==> config.mk <==
export PLATFORM = sky130hd
export DESIGN_NAME = trip_flag_ctrl
export DESIGN_NICKNAME = d
export VERILOG_FILES = /design/src/hw/trip_pkg.sv /design/src/hw/trip_flag_ctrl.sv /design/src/hw/pin_sync.sv
export SDC_FILE = /design/constraint.sdc
export NUM_CORES = 1
export LEC_CHECK = 0
export ABC_CLOCK_PERIOD_IN_PS = 1600
export BUFFER_PORTS_ARGS = -buffer_cell sky130_fd_sc_hd__buf_2
export CAP_MARGIN = 20
export CORE_MARGIN = 3
export CORE_UTILIZATION = 41
export CTS_BUF_LIST = sky130_fd_sc_hd__clkbuf_4 sky130_fd_sc_hd__clkbuf_8 sky130_fd_sc_hd__clkbuf_16
export CTS_CLUSTER_DIAMETER = 200
export DETAILED_ROUTE_END_ITERATION = 6
export PLACE_DENSITY = 0.76
export SLEW_MARGIN = 20
export SYNTH_ARGS = -nofsm -noshare
export SYNTH_HDL_FRONTEND = slang
export SYNTH_SLANG_ARGS = --single-unit
==> constraint.sdc <==
create_clock -name clk -period 1.6 [get_ports clk]
set_clock_uncertainty 0.05 [all_clocks]
set_input_delay 0.32 -clock clk [delete_from_list [all_inputs] [get_ports clk]]
set_output_delay 0.32 -clock clk [all_outputs]
set_load 0.005 [all_outputs]
==> src/hw/trip_pkg.sv <==
package trip_pkg;
  // ===========================================================
  // register offsets (byte addresses)
  localparam logic [11:0] ctrl_off = 12'h000;
  localparam logic [11:0] status_off = 12'h004;
  localparam logic [11:0] strobe_off = 12'h008;
  localparam logic [11:0] irq_stat_off = 12'h00c;
  localparam logic [11:0] irq_mask_off = 12'h010;
  // ===========================================================
  // control register fields
  localparam int ctl_run_bit = 0;
  localparam int ctl_gate_en_bit = 1;
  localparam int ctl_bus_drive_bit = 2;
  localparam int ctl_me_bit = 3;
  localparam int ctl_te_bit = 4;
  localparam int ctl_tr_bit = 5;
  localparam int ctl_width = 6;
  // strobe register fields (write one to pulse)
  localparam int stb_set_bit = 0;
  localparam int stb_clr_bit = 1;
  localparam int stb_clk_bit = 2;
  // status register fields
  localparam int st_trip_bit = 0;
  localparam int st_ovf_bit = 1;
  // interrupt status fields
  localparam int irq_trip_bit = 0;
  localparam int irq_width = 1;
  // ===========================================================
  // reset values
  localparam logic [5:0] ctrl_rst = 6'h00;
  localparam logic [0:0] irq_mask_rst = 1'h0;
  // ===========================================================
  // flag update states
  typedef enum logic [2:0] {
    fl_clear = 3'b001,
    fl_armed = 3'b010,
    fl_tripped = 3'b100
  } flag_state_t;
endpackage : trip_pkg

==> src/hw/trip_flag_ctrl.sv <==
`timescale 1ns/1ps
// What this block does
// - a clear with overflow low reads back the trip flag as low
// - a decoded set strobe forces the trip flag high
// - after a clear, a gated clock pulse sets the flag again
// - overflow rising while run set and flag clear sets the flag
// - master enable line driven high or low as configured
// - trip enable line driven high or low as configured
// - trip line driven high or low as configured
// - default mode leaves all three bus lines released high
module trip_flag_ctrl (
  // clock and reset
  input wire logic clk,
  input wire logic rst,
  // apb slave
  input wire logic psel,
  input wire logic penable,
  input wire logic pwrite,
  input wire logic [11:0] paddr,
  input wire logic [31:0] pwdata,
  output logic [31:0] prdata,
  output logic pready,
  output logic pslverr,
  // counter overflow pin
  input wire logic overflow_pin,
  // inter_module_bus open-drain lines: in, out, enable (low drives)
  input wire logic bus_master_enable_line_in,
  output logic bus_master_enable_line_out,
  output logic bus_master_enable_line_oe_n,
  input wire logic bus_trip_enable_line_in,
  output logic bus_trip_enable_line_out,
  output logic bus_trip_enable_line_oe_n,
  input wire logic bus_trip_line_in,
  output logic bus_trip_line_out,
  output logic bus_trip_line_oe_n,
  // interrupt and flag
  output logic irq,
  output logic trip_flag
);
  // ===========================================================
  // synchronised inputs
  logic ovf_s;
  logic me_s;
  logic te_s;
  logic tr_s;

  pin_sync u_ovf (.clk(clk), .rst(rst), .pin(overflow_pin), .level(ovf_s));
  pin_sync u_me (.clk(clk), .rst(rst), .pin(bus_master_enable_line_in),
    .level(me_s));
  pin_sync u_te (.clk(clk), .rst(rst), .pin(bus_trip_enable_line_in),
    .level(te_s));
  pin_sync u_tr (.clk(clk), .rst(rst), .pin(bus_trip_line_in),
    .level(tr_s));

  // ===========================================================
  // apb decode; zero wait states
  logic wr_acc;
  logic rd_acc;
  logic mapped;
  assign wr_acc = psel && penable && pwrite;
  assign rd_acc = psel && penable && !pwrite;
  assign mapped = (paddr == trip_pkg::ctrl_off) ||
    (paddr == trip_pkg::status_off) || (paddr == trip_pkg::strobe_off) ||
    (paddr == trip_pkg::irq_stat_off) || (paddr == trip_pkg::irq_mask_off);

  // ===========================================================
  // control registers
  logic [5:0] ctrl_r;
  logic [5:0] ctrl_nxt;
  logic [0:0] mask_r;
  logic [0:0] mask_nxt;
  logic set_stb_r;
  logic set_stb_nxt;
  logic clr_stb_r;
  logic clr_stb_nxt;
  logic gclk_stb_r;
  logic gclk_stb_nxt;

  always_comb begin
    ctrl_nxt = ctrl_r;
    mask_nxt = mask_r;
    set_stb_nxt = 1'b0;
    clr_stb_nxt = 1'b0;
    gclk_stb_nxt = 1'b0;
    if (wr_acc && paddr == trip_pkg::ctrl_off) begin
      ctrl_nxt = pwdata[5:0];
    end
    if (wr_acc && paddr == trip_pkg::irq_mask_off) begin
      mask_nxt = pwdata[0:0];
    end
    if (wr_acc && paddr == trip_pkg::strobe_off) begin
      set_stb_nxt = pwdata[trip_pkg::stb_set_bit];
      clr_stb_nxt = pwdata[trip_pkg::stb_clr_bit];
      gclk_stb_nxt = pwdata[trip_pkg::stb_clk_bit] &&
        ctrl_r[trip_pkg::ctl_gate_en_bit];
    end
  end

  always_ff @(posedge clk or posedge rst) begin
    if (rst) begin
      ctrl_r <= trip_pkg::ctrl_rst;
      mask_r <= trip_pkg::irq_mask_rst;
      set_stb_r <= 1'b0;
      clr_stb_r <= 1'b0;
      gclk_stb_r <= 1'b0;
    end else begin
      ctrl_r <= ctrl_nxt;
      mask_r <= mask_nxt;
      set_stb_r <= set_stb_nxt;
      clr_stb_r <= clr_stb_nxt;
      gclk_stb_r <= gclk_stb_nxt;
    end
  end

  // ===========================================================
  // trip flag state machine
  trip_pkg::flag_state_t st_r;
  trip_pkg::flag_state_t st_nxt;
  logic ovf_d_r;
  logic ovf_rise;
  logic run;
  assign run = ctrl_r[trip_pkg::ctl_run_bit];
  assign ovf_rise = ovf_s && !ovf_d_r;

  always_comb begin
    st_nxt = st_r;
    case (st_r)
      trip_pkg::fl_clear: begin
        if (run) begin
          st_nxt = trip_pkg::fl_armed;
        end
        if (set_stb_r || gclk_stb_r) begin
          st_nxt = trip_pkg::fl_tripped;
        end
      end
      trip_pkg::fl_armed: begin
        if (!run) begin
          st_nxt = trip_pkg::fl_clear;
        end
        if (run && ovf_rise) begin
          st_nxt = trip_pkg::fl_tripped;
        end
        if (set_stb_r || gclk_stb_r) begin
          st_nxt = trip_pkg::fl_tripped;
        end
      end
      trip_pkg::fl_tripped: begin
        st_nxt = trip_pkg::fl_tripped;
      end
      default: begin
        st_nxt = trip_pkg::fl_clear;
      end
    endcase
    if (clr_stb_r) begin
      st_nxt = trip_pkg::fl_clear;
    end
  end

  always_ff @(posedge clk or posedge rst) begin
    if (rst) begin
      st_r <= trip_pkg::fl_clear;
      ovf_d_r <= 1'b0;
    end else begin
      st_r <= st_nxt;
      ovf_d_r <= ovf_s;
    end
  end

  // ===========================================================
  // interrupt: sticky on flag rising, cleared by interrupt status read
  logic flag_now;
  logic flag_rise;
  logic [0:0] ist_r;
  logic [0:0] ist_nxt;
  logic irq_r;
  logic irq_nxt;
  logic trip_r;
  assign flag_now = (st_nxt == trip_pkg::fl_tripped);
  assign flag_rise = flag_now && !trip_r;

  always_comb begin
    ist_nxt = ist_r;
    if (rd_acc && paddr == trip_pkg::irq_stat_off) begin
      ist_nxt = 1'h0;
    end
    // set beats the read clear
    if (flag_rise) begin
      ist_nxt = 1'h1;
    end
    irq_nxt = |(ist_nxt & mask_nxt);
  end

  always_ff @(posedge clk or posedge rst) begin
    if (rst) begin
      ist_r <= 1'h0;
      irq_r <= 1'b0;
      trip_r <= 1'b0;
    end else begin
      ist_r <= ist_nxt;
      irq_r <= irq_nxt;
      trip_r <= flag_now;
    end
  end

  // ===========================================================
  // module bus line drivers; open drain, so high means released
  logic me_out_r;
  logic te_out_r;
  logic tr_out_r;
  logic me_oe_n_r;
  logic te_oe_n_r;
  logic tr_oe_n_r;
  logic me_oe_n_nxt;
  logic te_oe_n_nxt;
  logic tr_oe_n_nxt;
  logic drive;
  assign drive = ctrl_nxt[trip_pkg::ctl_bus_drive_bit];

  always_comb begin
    // default mode releases all lines high
    me_oe_n_nxt = 1'b1;
    te_oe_n_nxt = 1'b1;
    tr_oe_n_nxt = 1'b1;
    if (drive) begin
      me_oe_n_nxt = ctrl_nxt[trip_pkg::ctl_me_bit];
      te_oe_n_nxt = ctrl_nxt[trip_pkg::ctl_te_bit];
      tr_oe_n_nxt = ctrl_nxt[trip_pkg::ctl_tr_bit];
    end
  end

  always_ff @(posedge clk or posedge rst) begin
    if (rst) begin
      me_oe_n_r <= 1'b1;
      te_oe_n_r <= 1'b1;
      tr_oe_n_r <= 1'b1;
      me_out_r <= 1'b0;
      te_out_r <= 1'b0;
      tr_out_r <= 1'b0;
    end else begin
      me_oe_n_r <= me_oe_n_nxt;
      te_oe_n_r <= te_oe_n_nxt;
      tr_oe_n_r <= tr_oe_n_nxt;
      me_out_r <= 1'b0;
      te_out_r <= 1'b0;
      tr_out_r <= 1'b0;
    end
  end

  // ===========================================================
  // read data, registered in the setup phase for zero wait
  logic [31:0] rdata_r;
  logic [31:0] rdata_nxt;
  logic err_r;
  logic err_nxt;

  always_comb begin
    rdata_nxt = 32'h0000_0000;
    err_nxt = 1'b0;
    if (psel && !penable) begin
      err_nxt = !mapped;
      case (paddr)
        trip_pkg::ctrl_off: rdata_nxt = {26'h0, ctrl_r};
        trip_pkg::status_off: rdata_nxt = {27'h0, tr_s, te_s, me_s,
          ovf_s, trip_r};
        trip_pkg::irq_stat_off: rdata_nxt = {31'h0, ist_r};
        trip_pkg::irq_mask_off: rdata_nxt = {31'h0, mask_r};
        default: rdata_nxt = 32'h0000_0000;
      endcase
    end
  end

  always_ff @(posedge clk or posedge rst) begin
    if (rst) begin
      rdata_r <= 32'h0000_0000;
      err_r <= 1'b0;
    end else begin
      rdata_r <= rdata_nxt;
      err_r <= err_nxt;
    end
  end

  assign prdata = rdata_r;
  assign pslverr = err_r;
  assign pready = 1'b1;
  assign irq = irq_r;
  assign trip_flag = trip_r;
  assign bus_master_enable_line_out = me_out_r;
  assign bus_trip_enable_line_out = te_out_r;
  assign bus_trip_line_out = tr_out_r;
  assign bus_master_enable_line_oe_n = me_oe_n_r;
  assign bus_trip_enable_line_oe_n = te_oe_n_r;
  assign bus_trip_line_oe_n = tr_oe_n_r;
endmodule : trip_flag_ctrl

==> src/hw/pin_sync.sv <==
`timescale 1ns/1ps
// ===========================================================
// three-stage synchroniser; the output changes once stages two
// and three agree, which also filters single-cycle glitches
module pin_sync (
  // clock and reset
  input wire logic clk,
  input wire logic rst,
  // pin and clean level
  input wire logic pin,
  output logic level
);
  logic [2:0] sh_r;
  logic [2:0] sh_nxt;
  logic level_r;
  logic level_nxt;

  always_comb begin
    sh_nxt = {sh_r[1:0], pin};
    level_nxt = level_r;
    if (sh_r[1] == sh_r[2]) begin
      level_nxt = sh_r[2];
    end
  end

  always_ff @(posedge clk or posedge rst) begin
    if (rst) begin
      sh_r <= 3'h0;
      level_r <= 1'b0;
    end else begin
      sh_r <= sh_nxt;
      level_r <= level_nxt;
    end
  end

  assign level = level_r;
endmodule : pin_sync

[Word-level counts from Yosys, hierarchy flattened]
Index checks and enable logic that the tools add are counted.
W data, S select, Z words.
Word-level totals
  register bits after elaboration: 69
  input port bits: 53
  output and inout port bits: 42
  logic and storage cells: 80
Operators by class
  equality and inequality tests: 12
  muxes and demuxes: 20
  bitwise logic cells: 1
  reductions and logical operators: 23
Operators with widths (number)
  $eq A12 B4 Y1 const B: 2
  $pmux W6 S4: 1
  $mux W3: 6
  $eq A12 B3 Y1 const B: 1
  $eq A12 B5 Y1 const B: 1
  $logic_and A1 B1 Y1: 12
  $logic_not A12 Y1: 1
  $mux W6: 2
  $mux W1: 10
  $pmux W3 S3: 1
  $eq A3 B3 Y1 const B: 2
  $logic_not A1 Y1: 5
  $logic_or A1 B1 Y1: 5
  $eq A1 B1 Y1: 4
  $eq A3 B1 Y1 const B: 1
  $eq A3 B2 Y1 const B: 1
  $and A1 B1 Y1: 1

[Depth between registers and ports, before layout]
  depth after elaboration: 11
  depth in mapped cells: 5
  gate-level depth less buffers: 4

[Hierarchy]
From an unflattened synthesis, not the netlist that was laid out.
Second synthesis, totals
  cell total of the unflattened synthesis: 161
  area total of the unflattened synthesis: 1950.6 um^2
By module, submodules not included
  trip_flag_ctrl: instances 1, cells each 137, area an instance 1490.2 um^2, seq. area each 680.7 um^2
  pin_sync: instances 4, cells each 6, area an instance 115.1 um^2, seq. area each 100.1 um^2

[Worst setup path after synthesis]
Ideal clock, no wire load.
  kind: reg2reg
  start point: reg st_r[0]
  end point: reg irq_r, in the netlist irq
  library setup time: 0.087 ns
  arrival: 1.381 ns
  required time: 1.463 ns
  path slack: 0.082 ns
  stages on the path, launching flop included: 5
  path buffers: 0
  period minus slack after synthesis: 1.518 ns
  path through: dfstp_2 -> or4b_1 -> o21ai_1 -> o21bai_1 -> a22oi_1
On the way
  word-level cells in the longest chain between the ends: 9
  elaborated cells on any way between the ends: 14
  classes of those cells: 4 x eq/ne; 8 x mux; 1 x bitwise; 1 x reduce/logical
Ends and longest elaborated chain
  start: declaration: line trip_flag_ctrl.sv:117  | trip_pkg::flag_state_t st_r;
  start signal: assignment: line trip_flag_ctrl.sv:161  | st_r <= trip_pkg::fl_clear;
  start signal: assignment: line trip_flag_ctrl.sv:164  | st_r <= st_nxt;
  $mux W3: line trip_flag_ctrl.sv:137  | if (!run) begin
  $mux W3: line trip_flag_ctrl.sv:140  | if (run && ovf_rise) begin
  $mux W3: line trip_flag_ctrl.sv:143  | if (set_stb_r || gclk_stb_r) begin
  $pmux W3 S3 *: line trip_flag_ctrl.sv:127  | case (st_r)
  $mux W3 *: line trip_flag_ctrl.sv:154  | if (clr_stb_r) begin
  $eq A3 B3 Y1 *: line trip_flag_ctrl.sv:178  | assign flag_now = (st_nxt == trip_pkg::fl_tripped);
  $logic_and A1 B1 Y1 *: line trip_flag_ctrl.sv:179  | assign flag_rise = flag_now && !trip_r;
  $mux W1 *: line trip_flag_ctrl.sv:187  | if (flag_rise) begin
  $and A1 B1 Y1 *: line trip_flag_ctrl.sv:190  | irq_nxt = |(ist_nxt & mask_nxt);
  via irq_nxt: line trip_flag_ctrl.sv:176  | logic irq_nxt;
  end signal: assignment: line trip_flag_ctrl.sv:200  | irq_r <= irq_nxt;
  end: declaration: line trip_flag_ctrl.sv:175  | logic irq_r;
The timed path passes the listed nets; every way through them passes the cells marked *.
A chain may end at the register's enable or synchronous reset.

[Worst setup path in the final report]
Same ends and word-level chain as after synthesis.

==> impl_results.rst <==
.. list-table::
   :header-rows: 1

   * - Metric
     - Value
   * - Number of unique standard cell types used by synthesis
     - 38
   * - Die boundary width
     - 74.49 um
   * - Average instance area after synthesis
     - 12.09 um2
   * - Core footprint
     - 4444 um2
   * - Core Rows
     - 24
   * - Detailed-route vias per instance
     - 4.591
   * - Nets@finish
     - 264
   * - Area enclosed by the die boundary
     - 5548 um2
   * - Max-slew violation count
     - 0
   * - Yosys top cell area share
     - 0.5075
   * - Initial cell density of the core
     - 0.4327
   * - Number of hold violations in the final report
     - 0
   * - Share of post-route cells with drive strength above 1
     - 0.3868
   * - Post-route DRC
     - 0
   * - Initial antenna violation count
     - 0
   * - Launch point of the worst reg-to-reg path
     - st_r[0]
   * - Run status
     - finished, violations left
   * - Wire length of the first global-routing pass
     - 5.264 mm
   * - Violations in the final reports
     - setup timing
   * - Weighted congestion reported at the end of routability-driven placement
     - 0.7523
   * - Post-synth top area cell
     - dfrtp_1
   * - Main flop type after synthesis
     - dfrtp_1
   * - Top-level port count
     - 95
   * - Post-route setup TNS
     - -0.002115 ns
   * - TritonCTS clock tree
     - built
   * - Data arrival time of the critical path
     - 1.76 ns
   * - Netlist area before placement
     - 1923 um2
   * - Max-cap viol count
     - 0
   * - Async SR Flop Fraction
     - 1.000
   * - Number of buffers on the longest clock path
     - 2
   * - Required time of the critical path
     - 1.75 ns
   * - First-pass iteration count of the detailed router
     - 4
   * - Pin count of the biggest net entering global routing
     - 44
   * - WL per Instance
     - 12.36 um
   * - Antenna diode instance count
     - 0
   * - Commonest cells post-synth
     - 39 x dfrtp_1, 31 x buf_4, 8 x mux2i_1, 8 x nor2_1
   * - Leakage
     - 1.139 nW
   * - Hold WC Path Type
     - input pin to async pin
   * - Post-route minimum period
     - 1.602 ns
   * - Fin Hold WS
     - 0.001138 ns
   * - Cell types occupying the most area after synthesis
     - dfrtp_1 51%, buf_4 12%, dfstp_2 5.5%, mux2i_1 4.2%, mux2_2 3.5%
   * - Most frequent cell after synthesis
     - dfrtp_1
   * - Setup crit start
     - st_r[0]
   * - Number of warning messages in the yosys log
     - 0
   * - Clock latency on the worst-skew pair
     - 0.29 ns
   * - Biggest fanout along the worst timing path
     - 4
   * - Setup-violating endpoint count in the final report
     - 1
   * - Number of inserted filler cells in the final layout
     - 411
   * - Power Density
     - 851.8 nW/um2
   * - Yosys reg bits
     - 43
   * - Clk pin slew, worst setup/hold paths
     - 0.07 ns
   * - Critical path start-end classification
     - flip-flop to flip-flop
   * - Detail Placement HPWL
     - 2.440 mm
   * - Critical path startpoint category
     - flip-flop
   * - Number of levels the H-tree was split into
     - 2
   * - Tcrit/Tclk final
     - 1.001
   * - Number of buffers inserted during clock tree synthesis
     - 5
   * - ANT nets after route
     - 0
   * - Congestion Overflow GR
     - 0
   * - Routed wire length
     - 3.263 mm
   * - Clock Sink Count
     - 43
   * - Worst-case setup margin in the final layout
     - -0.002115 ns
   * - Register area share after synthesis
     - 0.5621
   * - Vias in the first global route
     - 1,160
   * - Layout-stage area growth over the synthesis result
     - 18.02%
   * - Post-synth EDFFs
     - 0
   * - Highest achievable clock rate
     - 624.2 MHz
   * - Post-Synthesis Cells
     - 159
   * - Critical path endpoint category
     - flip-flop
   * - Cell area reported after detailed placement
     - 2146 um2
   * - Total routing usage reported by global routing
     - 0.1275
   * - Post-route cell area
     - 2270 um2
   * - Die height
     - 74.49 um
   * - Via count of the routed design
     - 1,212
   * - Starting DRC count in detailed routing
     - 75
   * - Port buffer count
     - 38
   * - Logic depth of the worst register-to-register path
     - 4
   * - Setup repair after global routing missed its margin
     - yes
   * - Root Buffer Master
     - clkbuf_8
   * - Maximum ir drop on the vdd rail
     - 0.4701 mV
   * - CTS Hold Buffers Added
     - 0
state kept, by name, indices dropped and copies added, names as in the netlist, 3 cells and up:
name	count
u_tr.sh_r	3
u_te.sh_r	3
prdata	6
ctrl_r	6
st_r	3
u_me.sh_r	3
u_ovf.sh_r	3
report_power, final:
group	leakage (nW)	internal, mW	total (mW)	switching, mW
Sequential	0.531	1.12	1.13	0.0145
Combinational	0.564	0.0545	0.129	0.0744
Clock	0.0446	0.322	0.674	0.352
layer usage:
metal / part of all wire / global-route usage / routed length [um]
met5: 0 / 0 / 0
met4: 0.015 / 0.04545 / 48
met3: 0.059 / 0.04459 / 191
met2: 0.51 / 0.2156 / 1654
met1: 0.42 / 0.1504 / 1369
layout by cell type (no fill, tap or decap), types with 2 or more instances in the layout:
| cell type | netlist | final |
|---|---|---|
| nand2b_1 | 3 | 3 |
| mux2i_1 | 8 | 8 |
| clkbuf_8 | 0 | 5 |
| inv_1 | 3 | 2 |
| nand3_1 | 3 | 3 |
| o21ai_0 | 2 | 2 |
| nand4b_1 | 2 | 2 |
| nand4_1 | 2 | 2 |
| buf_4 | 31 | 11 |
| a21oi_1 | 4 | 3 |
| conb_1 | 2 | 30 |
| buf_2 | 0 | 38 |
| and2_1 | 2 | 2 |
| dfrtp_1 | 39 | 39 |
| nor2_1 | 8 | 8 |
| or4b_1 | 3 | 2 |
| mux2_2 | 6 | 6 |
| nand3b_1 | 4 | 4 |
| nor2b_1 | 6 | 6 |
| nand2_1 | 2 | 2 |
| dfstp_2 | 4 | 4 |
| maj3_1 | 4 | 4 |
| or2_2 | 2 | 2 |
cell type report:
class	instances	area [um2]	share of cell area
clock buffer	6	76.32	0.03363
clock inverter	2	12.51	0.005513
inverter	3	11.26	0.004961
multi-input combinational	108	730.7	0.3219
sequential	43	1081	0.4763
tap	52	65.06	0.02867
timing repair buffer	50	292.8	0.1290
what timing repair did:
action                     4_1_cts  5_1_grt
gates resized for setup          2        5
setup endpoints to repair        1        2
pin swaps                        1        1
buffers inserted                 0        0
metrics by stage:
| stage | utilization | power (mW) | worst slack [ns] | cells |
|---|---|---|---|---|
| final | 0.5107 | 1.933 | -0.002115 | 264 |
| after global placement | 0.4828 | 1.275 | -0.1662 | 256 |
| after global routing | 0.5107 | 2.043 | -0.06609 | 264 |
| after detailed placement | 0.4828 | 1.280 | -0.2254 | 256 |
| after CTS | 0.5045 | 1.958 | -0.02881 | 264 |
| after floorplan | - | 1.269 | 0.08164 | 187 |
worst paths after layout:
check / end / slack [ns]
max in group asynchronous: st_r[0] / 1.24
worst min-delay path: ist_r / 0.001
worst min register to register: u_ovf.sh_r[1] / 0.30
min in group clk: u_me.sh_r[0] / 0.08
worst max-delay path: irq / -0.002
worst max register to register: irq / -0.002
cell families (layout without fill, tap and decap cells):
family	count (synthesis)	in the layout	synth area share
DFF	43	43	0.5621
other	2	30	0.003905
and+or+nand+nor	47	47	0.1627
AOI/OAI and AO/OA	13	13	0.04294
buffers and inverters	36	61	0.1308
muxes	14	14	0.07677
adders and majority gates	4	4	0.02082
worst max-delay path, cell delays in order, from the launching register on:
cell and delay [ns]:
dfstp_2 0.56, or4b_4 0.47, o21ai_4 0.15, o21bai_2 0.09, a22oi_2 0.20
(Power assumes the default switching activity.)
